## src/design/fdcp_pkg.sv

```systemverilog
// Constants and types of the idle and drive polling sequencer
package fdcp_pkg;

  ////////////////////////////////////////////////////////////////////////////
  // Timing
  localparam int CLK_MHZ = 125;            // System clock rate
  localparam int POLL_INTERVAL_US = 1000;  // Polling interval at 500 kb/s
  localparam int POLL_CYC_500 = POLL_INTERVAL_US * CLK_MHZ;
  localparam int PDOWN_DELAY_MS = 512;     // Delay after motor-off time
  localparam int PDOWN_POLLS = PDOWN_DELAY_MS * 1000 / POLL_INTERVAL_US;

  ////////////////////////////////////////////////////////////////////////////
  // Main status register layout and values
  localparam int STAT_REQ_BIT = 7;         // request_for_master_flag
  localparam int STAT_DIR_BIT = 6;         // transfer_direction_flag
  localparam int STAT_BUSY_BIT = 4;        // Command in progress
  localparam logic [7:0] STAT_IDLE = 8'h80;
  localparam logic [7:0] STAT_CMD = 8'h10;
  localparam logic [7:0] STAT_PDOWN = 8'h00;

  ////////////////////////////////////////////////////////////////////////////
  // Data rate codes
  localparam logic [1:0] RATE_500K = 2'h0;
  localparam logic [1:0] RATE_300K = 2'h1;
  localparam logic [1:0] RATE_250K = 2'h2;
  localparam logic [1:0] RATE_1M = 2'h3;

  ////////////////////////////////////////////////////////////////////////////
  // Reset values
  localparam logic [3:0] RDY_CHG_RST = 4'hf;
  localparam logic [3:0] FILT_RST = 4'h1;

  // Sequencer phases
  typedef enum logic [3:0] {
    ST_IDLE = 4'h1,
    ST_POLL = 4'h2,
    ST_CMD = 4'h4,
    ST_PDOWN = 4'h8
  } fdcp_state_e;

endpackage

```

## src/design/fdcp_idle_poll.sv

```systemverilog
// Idle phase, drive polling and separator control of the disk controller
`timescale 1ns/10ps
module fdcp_idle_poll #(
  parameter int POLL_CYCLES = fdcp_pkg::POLL_CYC_500,
  parameter int CNT_W = 20,
  parameter int PD_W = 11
) (
  input wire logic SYS_CLK_I,
  input wire logic RESET_I,
  input wire logic SOFT_RESET_I,
  input wire logic PDOWN_RECOVER_I,
  input wire logic OPCODE_WR_I,
  input wire logic CMD_DONE_I,
  input wire logic [1:0] RATE_SEL_I,
  input wire logic POLL_DISABLE_I,
  input wire logic AUTO_PDOWN_EN_I,
  input wire logic MOTOR_OFF_EXPIRED_I,
  input wire logic [3:0] STEP_REQ_I,
  input wire logic [3:0] STEP_DIR_I,
  input wire logic [3:0] RDY_CHG_CLR_I,
  input wire logic ID_SEARCH_I,
  input wire logic NON_PREAMBLE_LOCK_I,
  output logic [7:0] MAIN_STATUS_O,
  output logic [3:0] PHASE_O,
  output logic [3:0] READY_CHANGED_O,
  output logic POLL_IRQ_O,
  output logic [1:0] IRQ_DRIVE_O,
  output logic STEP_O,
  output logic DIR_O,
  output logic PDOWN_O,
  output logic SEP_REF_LOCK_O,
  output logic [3:0] FILTER_SEL_O
);

  ////////////////////////////////////////////////////////////////////////////
  // State and derived constants
  typedef struct packed {
    fdcp_pkg::fdcp_state_e state;
    logic [CNT_W-1:0] poll_cnt;
    logic [1:0] drv;
    logic [PD_W-1:0] pd_cnt;
    logic [3:0] rdy_chg;
    logic irq;
    logic step;
    logic dir;
    logic [7:0] stat;
    logic pdown;
    logic [1:0] irq_drv;
    logic sep_ref;
    logic [3:0] filt;
  } fdcp_regs_s;

  localparam logic [CNT_W-1:0] RLD_500 = CNT_W'(POLL_CYCLES - 1);
  localparam logic [CNT_W-1:0] RLD_250 = CNT_W'(2 * POLL_CYCLES - 1);
  localparam logic [CNT_W-1:0] RLD_300 = CNT_W'(POLL_CYCLES * 5 / 3 - 1);
  localparam logic [CNT_W-1:0] RLD_1M = CNT_W'(POLL_CYCLES / 2 - 1);
  localparam logic [PD_W-1:0] PD_TGT = PD_W'(fdcp_pkg::PDOWN_POLLS);
  localparam logic [PD_W-1:0] PD_TGT_1M = PD_W'(2 * fdcp_pkg::PDOWN_POLLS);

  localparam fdcp_regs_s REGS_RST = '{
    state: fdcp_pkg::ST_IDLE,
    poll_cnt: RLD_500,
    drv: 2'h0,
    pd_cnt: '0,
    rdy_chg: fdcp_pkg::RDY_CHG_RST,
    irq: 1'b0,
    step: 1'b0,
    dir: 1'b0,
    stat: fdcp_pkg::STAT_IDLE,
    pdown: 1'b0,
    irq_drv: 2'h0,
    sep_ref: 1'b1,
    filt: fdcp_pkg::FILT_RST
  };

  fdcp_regs_s regs_r;
  fdcp_regs_s regs_nxt;
  logic [CNT_W-1:0] reload;
  logic [PD_W-1:0] pd_target;
  logic pd_arm;
  logic pd_go;

  ////////////////////////////////////////////////////////////////////////////
  // Rate dependent reload and power down target
  always_comb begin
    case (RATE_SEL_I)
      fdcp_pkg::RATE_250K: reload = RLD_250;
      fdcp_pkg::RATE_300K: reload = RLD_300;
      fdcp_pkg::RATE_1M: reload = RLD_1M;
      default: reload = RLD_500;
    endcase
    // 1 Mb/s polls twice as often
    pd_target = (RATE_SEL_I == fdcp_pkg::RATE_1M) ? PD_TGT_1M : PD_TGT;
    pd_arm = AUTO_PDOWN_EN_I & MOTOR_OFF_EXPIRED_I;
    pd_go = pd_arm & (regs_r.pd_cnt >= pd_target);
  end

  ////////////////////////////////////////////////////////////////////////////
  // Next state
  always_comb begin
    regs_nxt = regs_r;
    regs_nxt.step = 1'b0;
    case (regs_r.state)
      fdcp_pkg::ST_IDLE: begin
        if (OPCODE_WR_I) begin
          regs_nxt.state = fdcp_pkg::ST_CMD;
          regs_nxt.pd_cnt = '0;
        end else if (pd_go) begin
          regs_nxt.state = fdcp_pkg::ST_PDOWN;
        end else if (regs_r.poll_cnt == '0) begin
          regs_nxt.state = fdcp_pkg::ST_POLL;
          regs_nxt.drv = 2'h0;
        end else begin
          regs_nxt.poll_cnt = regs_r.poll_cnt - 1'b1;
        end
      end
      fdcp_pkg::ST_POLL: begin
        if (regs_r.rdy_chg[regs_r.drv] && !POLL_DISABLE_I) begin
          regs_nxt.irq = 1'b1;
          regs_nxt.irq_drv = 2'h0;
        end
        // stepping runs whatever the poll setting
        if (STEP_REQ_I[regs_r.drv]) begin
          regs_nxt.step = 1'b1;
          regs_nxt.dir = STEP_DIR_I[regs_r.drv];
        end
        regs_nxt.drv = regs_r.drv + 1'b1;
        if (OPCODE_WR_I) begin
          regs_nxt.state = fdcp_pkg::ST_CMD;
          regs_nxt.pd_cnt = '0;
        end else if (regs_r.drv == 2'h3) begin
          regs_nxt.state = fdcp_pkg::ST_IDLE;
          regs_nxt.poll_cnt = reload;
          regs_nxt.pd_cnt = pd_arm ? regs_r.pd_cnt + 1'b1 : '0;
        end
      end
      fdcp_pkg::ST_CMD: begin
        if (CMD_DONE_I) begin
          regs_nxt.state = fdcp_pkg::ST_IDLE;
          regs_nxt.poll_cnt = reload;
        end
      end
      fdcp_pkg::ST_PDOWN: begin
        // recovery from power down enters idle
        if (PDOWN_RECOVER_I) begin
          regs_nxt.state = fdcp_pkg::ST_IDLE;
          regs_nxt.poll_cnt = reload;
          regs_nxt.pd_cnt = '0;
        end
      end
      default: begin
        regs_nxt.state = fdcp_pkg::ST_IDLE;
      end
    endcase
    regs_nxt.rdy_chg = regs_r.rdy_chg & ~RDY_CHG_CLR_I;
    if (SOFT_RESET_I) begin
      // software reset enters idle; set wins over clear
      regs_nxt.state = fdcp_pkg::ST_IDLE;
      regs_nxt.poll_cnt = reload;
      regs_nxt.pd_cnt = '0;
      regs_nxt.rdy_chg = fdcp_pkg::RDY_CHG_RST;
      regs_nxt.irq = 1'b0;
      regs_nxt.step = 1'b0;
    end else if (regs_nxt.rdy_chg == 4'h0) begin
      regs_nxt.irq = 1'b0;
    end
    // status flags per phase; bit 7 and bit 4
    case (regs_nxt.state)
      fdcp_pkg::ST_IDLE: regs_nxt.stat = fdcp_pkg::STAT_IDLE;
      fdcp_pkg::ST_POLL: regs_nxt.stat = fdcp_pkg::STAT_IDLE;
      fdcp_pkg::ST_CMD: regs_nxt.stat = fdcp_pkg::STAT_CMD;
      default: regs_nxt.stat = fdcp_pkg::STAT_PDOWN;
    endcase
    // Power down flag registered with the phase
    regs_nxt.pdown = (regs_nxt.state == fdcp_pkg::ST_PDOWN);
    // reference lock outside commands; forced relock
    regs_nxt.sep_ref = (regs_nxt.state != fdcp_pkg::ST_CMD) |
                       (ID_SEARCH_I & NON_PREAMBLE_LOCK_I);
    regs_nxt.filt = 4'h1 << RATE_SEL_I;
  end

  ////////////////////////////////////////////////////////////////////////////
  // single clock register stage
  always_ff @(posedge SYS_CLK_I) begin
    if (RESET_I) begin
      regs_r <= REGS_RST;
    end else begin
      regs_r <= regs_nxt;
    end
  end

  // Outputs straight from the state register
  assign MAIN_STATUS_O = regs_r.stat;
  assign PHASE_O = regs_r.state;
  assign READY_CHANGED_O = regs_r.rdy_chg;
  assign POLL_IRQ_O = regs_r.irq;
  assign IRQ_DRIVE_O = regs_r.irq_drv;
  assign STEP_O = regs_r.step;
  assign DIR_O = regs_r.dir;
  assign PDOWN_O = regs_r.pdown;
  assign SEP_REF_LOCK_O = regs_r.sep_ref;
  assign FILTER_SEL_O = regs_r.filt;

  ////////////////////////////////////////////////////////////////////////////
  // Checks
  a_idle_flags: assert property (
    @(posedge SYS_CLK_I) disable iff (RESET_I)
    regs_r.state == fdcp_pkg::ST_IDLE |->
      MAIN_STATUS_O[fdcp_pkg::STAT_REQ_BIT] &&
      !MAIN_STATUS_O[fdcp_pkg::STAT_DIR_BIT])
    else $error("Idle status flags wrong");

  a_opcode_cmd: assert property (
    @(posedge SYS_CLK_I) disable iff (RESET_I)
    regs_r.state == fdcp_pkg::ST_IDLE && OPCODE_WR_I && !SOFT_RESET_I
      |=> regs_r.state == fdcp_pkg::ST_CMD &&
          !MAIN_STATUS_O[fdcp_pkg::STAT_REQ_BIT])
    else $error("Opcode did not start command");

  a_done_idle: assert property (
    @(posedge SYS_CLK_I) disable iff (RESET_I)
    regs_r.state == fdcp_pkg::ST_CMD && CMD_DONE_I
      |=> regs_r.state == fdcp_pkg::ST_IDLE)
    else $error("Command end did not return to idle");

  a_soft_reset: assert property (
    @(posedge SYS_CLK_I) disable iff (RESET_I)
    SOFT_RESET_I |=> regs_r.state == fdcp_pkg::ST_IDLE &&
      READY_CHANGED_O == fdcp_pkg::RDY_CHG_RST && !POLL_IRQ_O)
    else $error("Soft reset not honoured");

  a_idle_sepref: assert property (
    @(posedge SYS_CLK_I) disable iff (RESET_I)
    regs_r.state == fdcp_pkg::ST_IDLE |-> SEP_REF_LOCK_O)
    else $error("Separator not on reference while idle");

  a_poll_entry: assert property (
    @(posedge SYS_CLK_I) disable iff (RESET_I)
    regs_r.state == fdcp_pkg::ST_IDLE && regs_r.poll_cnt == '0 &&
      !OPCODE_WR_I && !SOFT_RESET_I && !pd_go
      |=> regs_r.state == fdcp_pkg::ST_POLL && regs_r.drv == 2'h0)
    else $error("Polling phase not entered");

  a_poll_walk: assert property (
    @(posedge SYS_CLK_I) disable iff (RESET_I)
    regs_r.state == fdcp_pkg::ST_POLL && regs_r.drv != 2'h3 &&
      !OPCODE_WR_I && !SOFT_RESET_I
      |=> regs_r.state == fdcp_pkg::ST_POLL &&
          regs_r.drv == 2'($past(regs_r.drv) + 2'h1))
    else $error("Polling phase cut short");

  a_poll_exit: assert property (
    @(posedge SYS_CLK_I) disable iff (RESET_I)
    regs_r.state == fdcp_pkg::ST_POLL && regs_r.drv == 2'h3 &&
      !OPCODE_WR_I && !SOFT_RESET_I |=> regs_r.state == fdcp_pkg::ST_IDLE)
    else $error("Polling phase did not return to idle");

  a_poll_irq: assert property (
    @(posedge SYS_CLK_I) disable iff (RESET_I)
    regs_r.state == fdcp_pkg::ST_POLL && regs_r.rdy_chg[regs_r.drv] &&
      !POLL_DISABLE_I && !SOFT_RESET_I && RDY_CHG_CLR_I == 4'h0
      |=> POLL_IRQ_O && IRQ_DRIVE_O == 2'h0)
    else $error("Ready change not reported");

  a_no_poll_irq: assert property (
    @(posedge SYS_CLK_I) disable iff (RESET_I)
    !POLL_IRQ_O && POLL_DISABLE_I |=> !POLL_IRQ_O)
    else $error("Interrupt raised with polling disabled");

  a_step_dir: assert property (
    @(posedge SYS_CLK_I) disable iff (RESET_I)
    regs_r.state == fdcp_pkg::ST_POLL && STEP_REQ_I[regs_r.drv] &&
      !SOFT_RESET_I
      |=> STEP_O && DIR_O == $past(STEP_DIR_I[regs_r.drv]) ##1 !STEP_O ||
          regs_r.state == fdcp_pkg::ST_POLL)
    else $error("Step pulse or direction wrong");

  a_step_in_poll: assert property (
    @(posedge SYS_CLK_I) disable iff (RESET_I)
    STEP_O |-> $past(regs_r.state == fdcp_pkg::ST_POLL))
    else $error("Step pulse outside polling");

  a_pdown_go: assert property (
    @(posedge SYS_CLK_I) disable iff (RESET_I)
    regs_r.state == fdcp_pkg::ST_IDLE && pd_go && !OPCODE_WR_I &&
      !SOFT_RESET_I |=> PDOWN_O && MAIN_STATUS_O == fdcp_pkg::STAT_PDOWN)
    else $error("Power down not taken");

  a_filter_sel: assert property (
    @(posedge SYS_CLK_I) disable iff (RESET_I)
    ##1 FILTER_SEL_O == (4'h1 << $past(RATE_SEL_I)))
    else $error("Filter does not follow rate");

  a_relock: assert property (
    @(posedge SYS_CLK_I) disable iff (RESET_I)
    ID_SEARCH_I && NON_PREAMBLE_LOCK_I |=> SEP_REF_LOCK_O)
    else $error("No relock on non-preamble pattern");

endmodule

```

## config.mk

```make
export PLATFORM = sky130hd
export DESIGN_NAME = fdcp_idle_poll
export DESIGN_NICKNAME = d
export VERILOG_FILES = /design/src/design/fdcp_pkg.sv /design/src/design/fdcp_idle_poll.sv
export SDC_FILE = /design/constraint.sdc
export NUM_CORES = 1
export LEC_CHECK = 0
export ABC_AREA = 1
export BUFFER_PORTS_ARGS = -buffer_cell sky130_fd_sc_hd__buf_4
export CORE_MARGIN = 2
export CORE_UTILIZATION = 37
export CTS_CLUSTER_SIZE = 30
export DETAILED_ROUTE_END_ITERATION = 8
export PLACE_DENSITY_LB_ADDON = 0.05
export SLEW_MARGIN = 20
export SYNTH_ARGS = -nofsm -noshare
export SYNTH_HDL_FRONTEND = slang
export SYNTH_SLANG_ARGS = --single-unit
```

## constraint.sdc

```tcl
create_clock -name SYS_CLK_I -period 3.1 [get_ports SYS_CLK_I]
set_clock_uncertainty 0.05 [all_clocks]
set_input_delay 0.31 -clock SYS_CLK_I [delete_from_list [all_inputs] [get_ports SYS_CLK_I]]
set_output_delay 0.31 -clock SYS_CLK_I [all_outputs]
set_load 0.1 [all_outputs]
```

==> Word level (Yosys, flattened, before mapping) <==
Cells that the tools add are included.
{ "totals": {"register_bits": 58, "in_bits": 25, "elab_cells": 99} }
{ "op_classes": {"addsub": 3, "n_lt_le_gt_ge": 2, "n_eq_ne": 26, "shift": 1, "muxes": 32, "bitwise": 7, "n_reduce_logical": 16} }
{ "ops": {"columns": ["operator", "n"], "rows": [
  ["24-bit 2-to-1 mux", 4],
  ["20-bit one-hot mux with 4 select lines", 1],
  ["11-bit 2-to-1 mux", 6],
  ["18-bit one-hot mux with 3 select lines", 1],
  ["22-bit 2-to-1 mux", 2],
  ["20-bit 2-to-1 mux", 2],
  ["11-bit one-hot mux with 3 select lines", 1],
  ["3-bit inequality test, second input constant", 8],
  ["20-bit zero test", 1],
  ["20-bit by 1-bit subtractor with 20-bit output, second input constant", 1],
  ["4-bit 2-to-1 mux", 4],
  ["4-bit one-hot mux with 4 select lines", 1],
  ["8-bit one-hot mux with 2 select lines", 1],
  ["11-bit by 1-bit adder with 11-bit output, second input constant", 1],
  ["11-bit greater-or-equal comparator", 1],
  ["2-bit inequality test, second input constant", 5],
  ["4-bit by 1-bit == test with 1-bit output, second input constant", 2],
  ["4-bit by 2-bit == test with 1-bit output, second input constant", 2],
  ["4-bit by 3-bit == test with 1-bit output, second input constant", 2],
  ["4-bit == test, second input constant", 2],
  ["4-bit AND reduction", 2],
  ["8-bit AND reduction", 1],
  ["1-bit binary-select mux with 2-bit select", 3],
  ["2-bit == test, second input constant", 3],
  ["22 further kinds", 30]
]} }

==> Longest topological paths before layout <==
Gate-level depths: netlist of run 1.
{ "logic_depth": {"depth_word": 11, "ltp_mapped": 12, "depth_no_buf": 12} }

==> Worst setup path before layout of run 1 <==
Ideal clock, no wire load.
{ "synth_timing": {"kind": "input port to flip-flop", "from": "in RATE_SEL_I[0]", "to": "reg regs_r[48] (netlist name)", "setup_ps": 128, "t_arrival_ps": 1693, "t_required_ps": 2922, "setup_slack_ps": 1229, "path_stages": 11, "n_path_buf": 1, "cell_sequence": "ha_1 -> inv_1 -> ha_1 -> nand4_1 -> o21ai_0 -> nand3_1 -> nand3_2 -> buf_4 -> nand3_1 -> nand2_1 -> nor2_1"} }
{ "synth_via": {"elab_chain_cells": 6, "word_cells_on_any_way": 15, "cone_classes": "order compare (1); eq/ne (4); mux (8); bitwise (1); reduce/logical (1)"} }
{ "synth_lines": {"columns": ["item", "line_no", "source"], "rows": [
  ["start: declaration", "fdcp_idle_poll.sv:14", "input wire logic [1:0] RATE_SEL_I,"],
  ["2-bit == test, or another cell as far along", "fdcp_idle_poll.sv:86, fdcp_idle_poll.sv:93", null],
  ["11-bit 2-to-1 mux / 18-bit one-hot mux with 3 select lines (equally long branches)", "fdcp_idle_poll.sv:93, fdcp_idle_poll.sv:86", null],
  ["11-bit greater-or-equal comparator / 24-bit 2-to-1 mux (equally long branches)", "fdcp_idle_poll.sv:95, fdcp_idle_poll.sv:131", null],
  ["1-bit AND / 20-bit 2-to-1 mux (equally long branches)", "fdcp_idle_poll.sv:95, fdcp_idle_poll.sv:128", null],
  ["3-bit inequality test (no line) / 20-bit one-hot mux with 4 select lines (equally long branches)", null, null],
  ["8-bit AND reduction (no line) / 24-bit 2-to-1 mux (equally long branches)", null, null],
  ["end signal: assignment", "fdcp_idle_poll.sv:188", "regs_r <= regs_nxt;"],
  ["end: declaration", "fdcp_idle_poll.sv:76", "fdcp_regs_s regs_r;"]
]} }
Several ways; a longest one is shown, not always the timed one. The select of a mux whose other input is x is not followed.
A chain may end at the register's enable or synchronous reset.

==> Worst setup path after layout of run 1 <==
{ "layout_timing": {"from": "in RATE_SEL_I[0]", "to": "reg regs_r[39] (netlist name)"} }
The elaborated chain is that of the path after synthesis.

==> results of run 1 <==
-- layer usage --
layer	vias up	global-route usage	wire [um]
li1	1649	-	-
met3	11	0.0286	598
met4	0	0.0569	138
met1	1454	0.250	4190
met5	-	0	0
met2	96	0.290	3740
-- worst max path at each step --
| stage | from | end | slack [ns] | cells past startpoint |
|---|---|---|---|---|
| 2_1_floorplan | RATE_SEL_I[0] | regs_r[48] | 1.23 | 11 |
| 3_3_place_gp | RATE_SEL_I[0] | regs_r[39] | 0.71 | 12 |
| 3_5_place_dp | RATE_SEL_I[0] | regs_r[39] | 0.56 | 12 |
| 4_1_cts | regs_r[36] | regs_r[39] | 0.88 | 12 |
| 5_1_grt | RATE_SEL_I[0] | regs_r[44] | 0.68 | 12 |
| 6_report | RATE_SEL_I[0] | regs_r[39] | 0.88 | 12 |
-- power by group through the flow --
stage	Sequential [mW]	Clock [mW]	Combinational, mW
2_1_floorplan	0.748	0	0.327
5_1_grt	0.744	0.455	0.449
4_1_cts	0.738	0.433	0.408
3_5_place_dp	0.753	0	0.407
3_3_place_gp	0.753	0	0.405
6_report	0.739	0.413	0.407
-- cells in the final DEF, fill, tap and decap left out, drive strengths merged --
cell type / count
buf: 44
a21oi: 28
xnor2: 3
o21bai: 2
clkbuf: 8
o22ai: 1
a31oi: 2
ha: 10
conb: 8
nand3: 64
o21ai: 27
a22oi: 1
o211ai: 3
nor3: 9
or2: 5
inv: 59
nor2: 86
a211oi: 1
nand2: 99
nand4: 6
o31ai: 3
dfxtp: 52
o32ai: 2
xor2: 7
-- cell type report --
type                       count  area, um^2
fill                         938        5010
multi-input combinational    367        1850
sequential                    52        1040
timing repair buffer          44         330
inverter                      59         221
tap                          108         135
clock buffer                   8        90.1
-- kinds of logic (layout without fill, tap and decap cells) --
family / after synthesis / in the layout / synth area share
flops: 52 / 52 / 0.316
compound gates: 70 / 70 / 0.119
fa+ha+maj: 10 / 10 / 0.0380
buf+inv: 90 / 111 / 0.130
other cells: 1 / 8 / 0.00114
xor+xnor: 10 / 10 / 0.0266
simple gates: 269 / 269 / 0.369
-- through the flow --
stage / instance area, um^2 / cells / hold slack, ns / util / power [mW]
after floorplan: 3320 / 509 / 0.337 / - / 1.07
after global placement: 3570 / 630 / 0.410 / 0.412 / 1.16
after detailed placement: 3570 / 630 / 0.409 / 0.412 / 1.16
after CTS: 3660 / 638 / 0.124 / 0.422 / 1.58
after global routing: 3660 / 638 / 0.135 / 0.422 / 1.65
final: 3660 / 638 / 0.136 / 0.422 / 1.56
-- flip-flops by register name (all words and copies together), names as in the netlist --
signal and flops:
regs_r 33, FILTER_SEL_O 4, PHASE_O 4, READY_CHANGED_O 4
MAIN_STATUS_O 2, DIR_O 1, PDOWN_O 1, POLL_IRQ_O 1
SEP_REF_LOCK_O 1, STEP_O 1
==> metrics.sh, run 1 <==
RUN_STATUS='finished clean'
MIN_DELAY_PATH_DEPTH=2
SEQ_AREA_FRAC_SYNTH=0.316
PRE_CTS_WS_NS=0.557
FP.COREAREA_UM2=8680
CP.ARRIVAL_NS=2.38
POST-SYNTH-TOP-COUNT-CELL='sky130_fd_sc_hd__nand2_1'
MAX-SLEW-MARGIN-REL=0.367
REMAINING_DRC_ERRORS=0
TIMING.FINAL.CRIT_SHARE=0.716
YS_TYPES=34
GRT_START_MAX_NET_PINS=30
SYNTH.YOSYS.WARNINGS=0
SYNTH_AREA_LEADER_CELL='sky130_fd_sc_hd__dfxtp_1'
DRIVE_GT1_FRAC=0.153
GP_CONGESTION=0.826
HOLDCRITPATHCLASS='primary input to flop'
WORST_HOLD_STARTPOINT='RATE_SEL_I[0]'
SYN-MEAN-INSTANCE-AREA_UM2=6.55
VDD.IR_DROP.WORST_mV=0.141
FLOW.AREA_GROWTH_FROM_SYNTHESIS_PCT=11.4
SYNTH_ENABLE_FLOP_CELLS=0
TIGHTESTPINTRANSITION_NS=0.949
NUMBER_OF_ENDPOINTS_WITH_NEGATIVE_HOLD_SLACK_IN_THE_FINAL_REPORT=0
CTS_SINKS=52
NETSWITCHINGFRACTION=0.358
ANTENNA_CELLS=0
RESIZED_GATES_AFTER_CTS=0
NUM-NETS-FINAL=564
RR_ENDPOINT='regs_r[39]'
TIMING_MAX_TRANSITION_VIOLATIONS_FINAL=0
ROUTE.DETAILED.WL_PER_INST_UM=13.6
PORT-BUFFER-COUNT=43
DIE_H_UM=98.3
TIMING.CRITICAL_PATH.SLOWEST_STAGE_CELL='sky130_fd_sc_hd__ha_1'
ANT_NETS=0
INTPOWER_mW=1.00
GRT_USE_TOTAL=0.181
CTSHOLDBUFFERS=0
ASYNCSETRESETFLOPFRACSYNTH=0
CRITPATHTOPFAMILY='simple AND/OR/NAND/NOR gates'
CLOCK-ROOT-BUFFER='sky130_fd_sc_hd__clkbuf_8'
SYNTH_FF_TYPE='sky130_fd_sc_hd__dfxtp_1'
PWR_PER_CELL_AREA_nW_PER_UM2=425
TRITONCTS='done'
PATH_MAX_FANOUT=11
REG2REG_FROM='regs_r[36]'
GRT_SETUP_UNREPAIRED='no'
CP_CELL_SEQUENCE='buf_4, ha_1, inv_1, ha_1, a21oi_1, o21ai_0, nand3_1, nand3_2, nand2_2, inv_2, nor2_1, nor2_1'
TIMING.FINAL.WS_SETUP_NS=0.880
CAP_VIOLATIONS=0
PATH_CLK_SLEW_NS=0.10
SYNTHCELLS=502
CRIT_PATH_END_KIND='flop'
FINAL.MIN_CLOCK_PERIOD_NS=2.22
POST_CTS_BUFFERS=0
DIE_X_UM=98.3
TOTAL_WIRELENGTH_MM=8.67
WORST_EP_REQUIRED_TIME_NS=3.26
ROUTED_VIA_DENSITY=5.03
WORST-PATH-BUF-INV=3
SYNTH.TOP_CELLS.BY_AREA='sky130_fd_sc_hd__dfxtp_1 (32%), sky130_fd_sc_hd__nand2_1 (11%), sky130_fd_sc_hd__nand3_1 (9.1%), sky130_fd_sc_hd__nor2_1 (8.7%), sky130_fd_sc_hd__inv_1 (6.3%)'
YS_SEQ_ELEMENTS=52
MAX-CLOCK-PATH-BUFFERS=2
TOP_LEVEL_PORTS=52
TIMING.SETUP.TNS_NS=0
GRT_FIRST_PASS_WIRELENGTH_MM=14.3
DR_TOTAL_VIAS=3210
MAPPEDNETLISTAREA_UM2=3290
EFFECTIVE_UTILIZATION_AT_FLOORPLAN=0.379
P_SWITCHING_mW=0.558
RR_WORST_DEPTH=12
DESIGN.DIE.AREA_UM2=9660
ANTENNA_VIOLATIONS_BEFORE_REPAIR=0
POWER.LEAKAGE_nW=1.64
HOLD-PATH-ENDPOINT='FILTER_SEL_O[2]'
SETUP.WORST_PATH.CLASS='primary input to flop'
SETUP-VIOLATIONS-FINAL=0
CTS-HTREE-LEVELS=2
COMB_POWER_SHARE=0.261
DETAILEDPLACEMENTHPWL_MM=6.53
CTS-BUFFERS-INSERTED=5
INSERTION_DELAY_NS=0.31
WORSTSETUPSTARTPOINTTYPE='primary input'
DRTPASS1ITERATIONS=4
DR.FIRST_ITER.DRC_COUNT=134
NUM_ROWS=34
POWER.CLOCK.FRACTION=0.265
RRSETUPSLACK_NS=0.88
GLOBALROUTEOVERFLOWTOTAL=0
WORST_PATH_LARGEST_CELL_DELAY_NS=0.28
NUMBER_OF_GLOBAL_ROUTE_VIAS_BEFORE_REPAIR=2963
POWER_FRAC_SEQ=0.474
POST_SYNTH_TOP_AREA_SHARE=0.316
FMAXACHIEVABLE_MHz=450
YOSYS-TOP-CELLS-COUNT='sky130_fd_sc_hd__nand2_1 (94), sky130_fd_sc_hd__nor2_1 (76), sky130_fd_sc_hd__nand3_1 (60)'
Note: power is estimated with default switching activity, not from simulation.
==> run 2, diff against run 1 <==
clock period = 2.06 ns   (was 3.1 ns; I/O delays follow)
==> metrics.sh, run 2 (same netlist as run 1, synthesis figures left out) <==
DRTPASS1ITERATIONS=5  # +1
GP_CONGESTION=0.869  # +5.2%
LAYOUT.CORE_UTILIZATION=0.442  # +0.0195
INTPOWER_mW=1.56  # +56%
LARGEST-REGISTER='regs_r'
TOTAL_WIRELENGTH_MM=8.61  # -0.70%
GRT_USE_TOTAL=0.185  # +0.00362
NUM-NETS-FINAL=583  # +3.4%
COMB_POWER_SHARE=0.271  # +0.010
CP_CELL_SEQUENCE='inv_1, ha_1, nand2_2, nor2_4, nand3_2, o21ai_0, nor2_2, buf_12, nand3_1, nand3_1'
SETUP.WORST_PATH.END='regs_r[42]'
ROUTE.DETAILED.WL_PER_INST_UM=13.1  # -3.4%
LARGEST_REGISTER_FF_COUNT=33  # unchanged
MIN_DELAY_PATH_DEPTH=3  # +1
TIMING.SETUP.TNS_NS=0  # unchanged
LAYOUT_COMMONEST_CELL='sky130_fd_sc_hd__nand2_1'
ANT_NETS=0  # unchanged
POWER.LEAKAGE_nW=1.75  # +6.3%
WORST_PATH_LARGEST_CELL_DELAY_NS=0.35  # +0.07 ns
GRT_START_MAX_NET_PINS=17  # -43%
CRIT_TOP_CELL='sky130_fd_sc_hd__nand3_1'
CP.ARRIVAL_NS=2.06  # -0.32 ns
DIE_H_UM=98.3  # unchanged
CTS-HTREE-LEVELS=2  # unchanged
NUMBER_OF_ENDPOINTS_WITH_NEGATIVE_HOLD_SLACK_IN_THE_FINAL_REPORT=0  # unchanged
SETUP.WORST_PATH.CLASS='flop to flop'
CTS-BUFFERS-INSERTED=5  # unchanged
CRITPATHTOPFAMILY='simple AND/OR/NAND/NOR gates'
TRITONCTS='done'
EFFECTIVE_UTILIZATION_AT_FLOORPLAN=0.379  # unchanged
REG2REG_FROM='regs_r[36]'
GLOBALROUTEOVERFLOWTOTAL=0  # unchanged
ANTENNA_VIOLATIONS_BEFORE_REPAIR=0  # unchanged
NUM_ROWS=34  # unchanged
LAYOUT.CELLS.MOST_COMMON_LIST='sky130_fd_sc_hd__nand2_1 (94), sky130_fd_sc_hd__nor2_1 (76), sky130_fd_sc_hd__buf_4 (62), sky130_fd_sc_hd__nand3_1 (60), sky130_fd_sc_hd__inv_1 (55)'
FLOW.AREA_GROWTH_FROM_SYNTHESIS_PCT=16.5
GRT_FIRST_PASS_WIRELENGTH_MM=14.6  # +2.6%
FP.COREAREA_UM2=8680  # unchanged
WORST_EP_REQUIRED_TIME_NS=2.20  # -1.06 ns
TIMING.CRITICAL_PATH.SLOWEST_STAGE_CELL='sky130_fd_sc_hd__dfxtp_1'
DR.FIRST_ITER.DRC_COUNT=192  # +43%
HOLDCRITPATHCLASS='primary input to flop'
DETAILEDPLACEMENTHPWL_MM=6.73  # +3.2%
CLOCK-ROOT-BUFFER='sky130_fd_sc_hd__clkbuf_8'
FMAXACHIEVABLE_MHz=523
PATH_MAX_FANOUT=7  # -4
P_SWITCHING_mW=0.842  # +51%
RR_WORST_DEPTH=10  # -2
RUN_STATUS='finished clean'
DIE_X_UM=98.3  # unchanged
TIMING.FINAL.CRIT_SHARE=0.929
PATH_CLK_SLEW_NS=0.09  # about the same
RR_ENDPOINT='regs_r[42]'
MAX-CLOCK-PATH-BUFFERS=2  # unchanged
CP.DEPTH=10  # -2
NUMBER_OF_GLOBAL_ROUTE_VIAS_BEFORE_REPAIR=3045  # +2.8%
CAP_VIOLATIONS=0  # unchanged
TIMING_MAX_TRANSITION_VIOLATIONS_FINAL=0  # unchanged
WORSTSETUPSTARTPOINTTYPE='flop'
CTS_SINKS=52  # unchanged
REMAINING_DRC_ERRORS=0  # unchanged
CRIT_PATH_START='regs_r[36]'
POWER.CLOCK.FRACTION=0.267  # +0.002
PWR_PER_CELL_AREA_nW_PER_UM2=628  # +48%
RRSETUPSLACK_NS=0.15  # -0.73 ns
CRIT_PATH_END_KIND='flop'
GRT_SETUP_UNREPAIRED='no'
POWER_FRAC_SEQ=0.463  # -0.011
ANTENNA_CELLS=0  # unchanged
DR_TOTAL_VIAS=3248  # +1.2%
NETSWITCHINGFRACTION=0.350  # -0.00821
PORT-BUFFER-COUNT=43  # unchanged
DRIVE_GT1_FRAC=0.186  # +0.0333
TOP_LEVEL_PORTS=52  # unchanged
INSERTION_DELAY_NS=0.31  # about the same
VDD.IR_DROP.WORST_mV=0.223  # +58%
WORST-PATH-BUF-INV=2  # -1
FINAL.MIN_CLOCK_PERIOD_NS=1.91
SETUP-VIOLATIONS-FINAL=0  # unchanged
DESIGN.DIE.AREA_UM2=9660  # unchanged
ROUTED_VIA_DENSITY=4.95  # -1.6%
-- run 2: area by class of cell --
type / count / area [um^2]
Clock buffer: 7 / 96.3
Multi-Input combinational cell: 367 / 1850
Tap cell: 108 / 135
Inverter: 59 / 224
Sequential cell: 52 / 1040
Timing Repair Buffer: 63 / 485
Fill cell: 931 / 4850
-- run 2: worst min-delay path by stage --
stage	from	to	slack (ns)
6_report	NON_PREAMBLE_LOCK_I	SEP_REF_LOCK_O	0.04
5_1_grt	NON_PREAMBLE_LOCK_I	SEP_REF_LOCK_O	0.04
4_1_cts	NON_PREAMBLE_LOCK_I	SEP_REF_LOCK_O	0.02
3_5_place_dp	NON_PREAMBLE_LOCK_I	SEP_REF_LOCK_O	0.36
3_3_place_gp	NON_PREAMBLE_LOCK_I	SEP_REF_LOCK_O	0.35
2_1_floorplan	RATE_SEL_I[0]	FILTER_SEL_O[2]	0.23
-- run 2: metrics by stage --
stage                     instances  instance area [um^2]  hold slack [ns]  setup slack [ns]  power (mW)
after CTS                       656                  3820           0.0227             0.130        2.43
after global placement          649                  3730            0.350            0.0557        1.79
final                           656                  3830           0.0363             0.146        2.41
after floorplan                 509                  3320            0.233             0.293        1.62
after detailed placement        649                  3730            0.355            0.0172        1.78
after global routing            656                  3830           0.0356          0.000187        2.55
-- run 2: power groups by stage --
stage	Combinational, mW	Sequential [mW]	Clock, mW
floorplan	0.492	1.12	0
global placement	0.649	1.14	0
detailed placement	0.646	1.14	0
CTS	0.649	1.11	0.671
global route	0.720	1.12	0.708
finish	0.651	1.11	0.642
-- run 2: tightest hold or removal path: stages --
cell                      delay [ns]
sky130_fd_sc_hd__buf_4          0.08
sky130_fd_sc_hd__nand2_1        0.04
sky130_fd_sc_hd__nand2_1        0.05
-- run 2: timing repair --
item,4_1_cts,5_1_grt
endpoints found under the setup margin,0,17
hold buffers,0,0
buffers inserted,0,0
gates resized for setup,0,3
-- run 2: layer usage --
metal  global-route usage  up-vias  wire, um
li1                     -     1691         -
met1                0.260     1455      4250
met5                    0        -         0
met3               0.0286        8       485
met4               0.0453        0        95
met2                0.297       94      3780
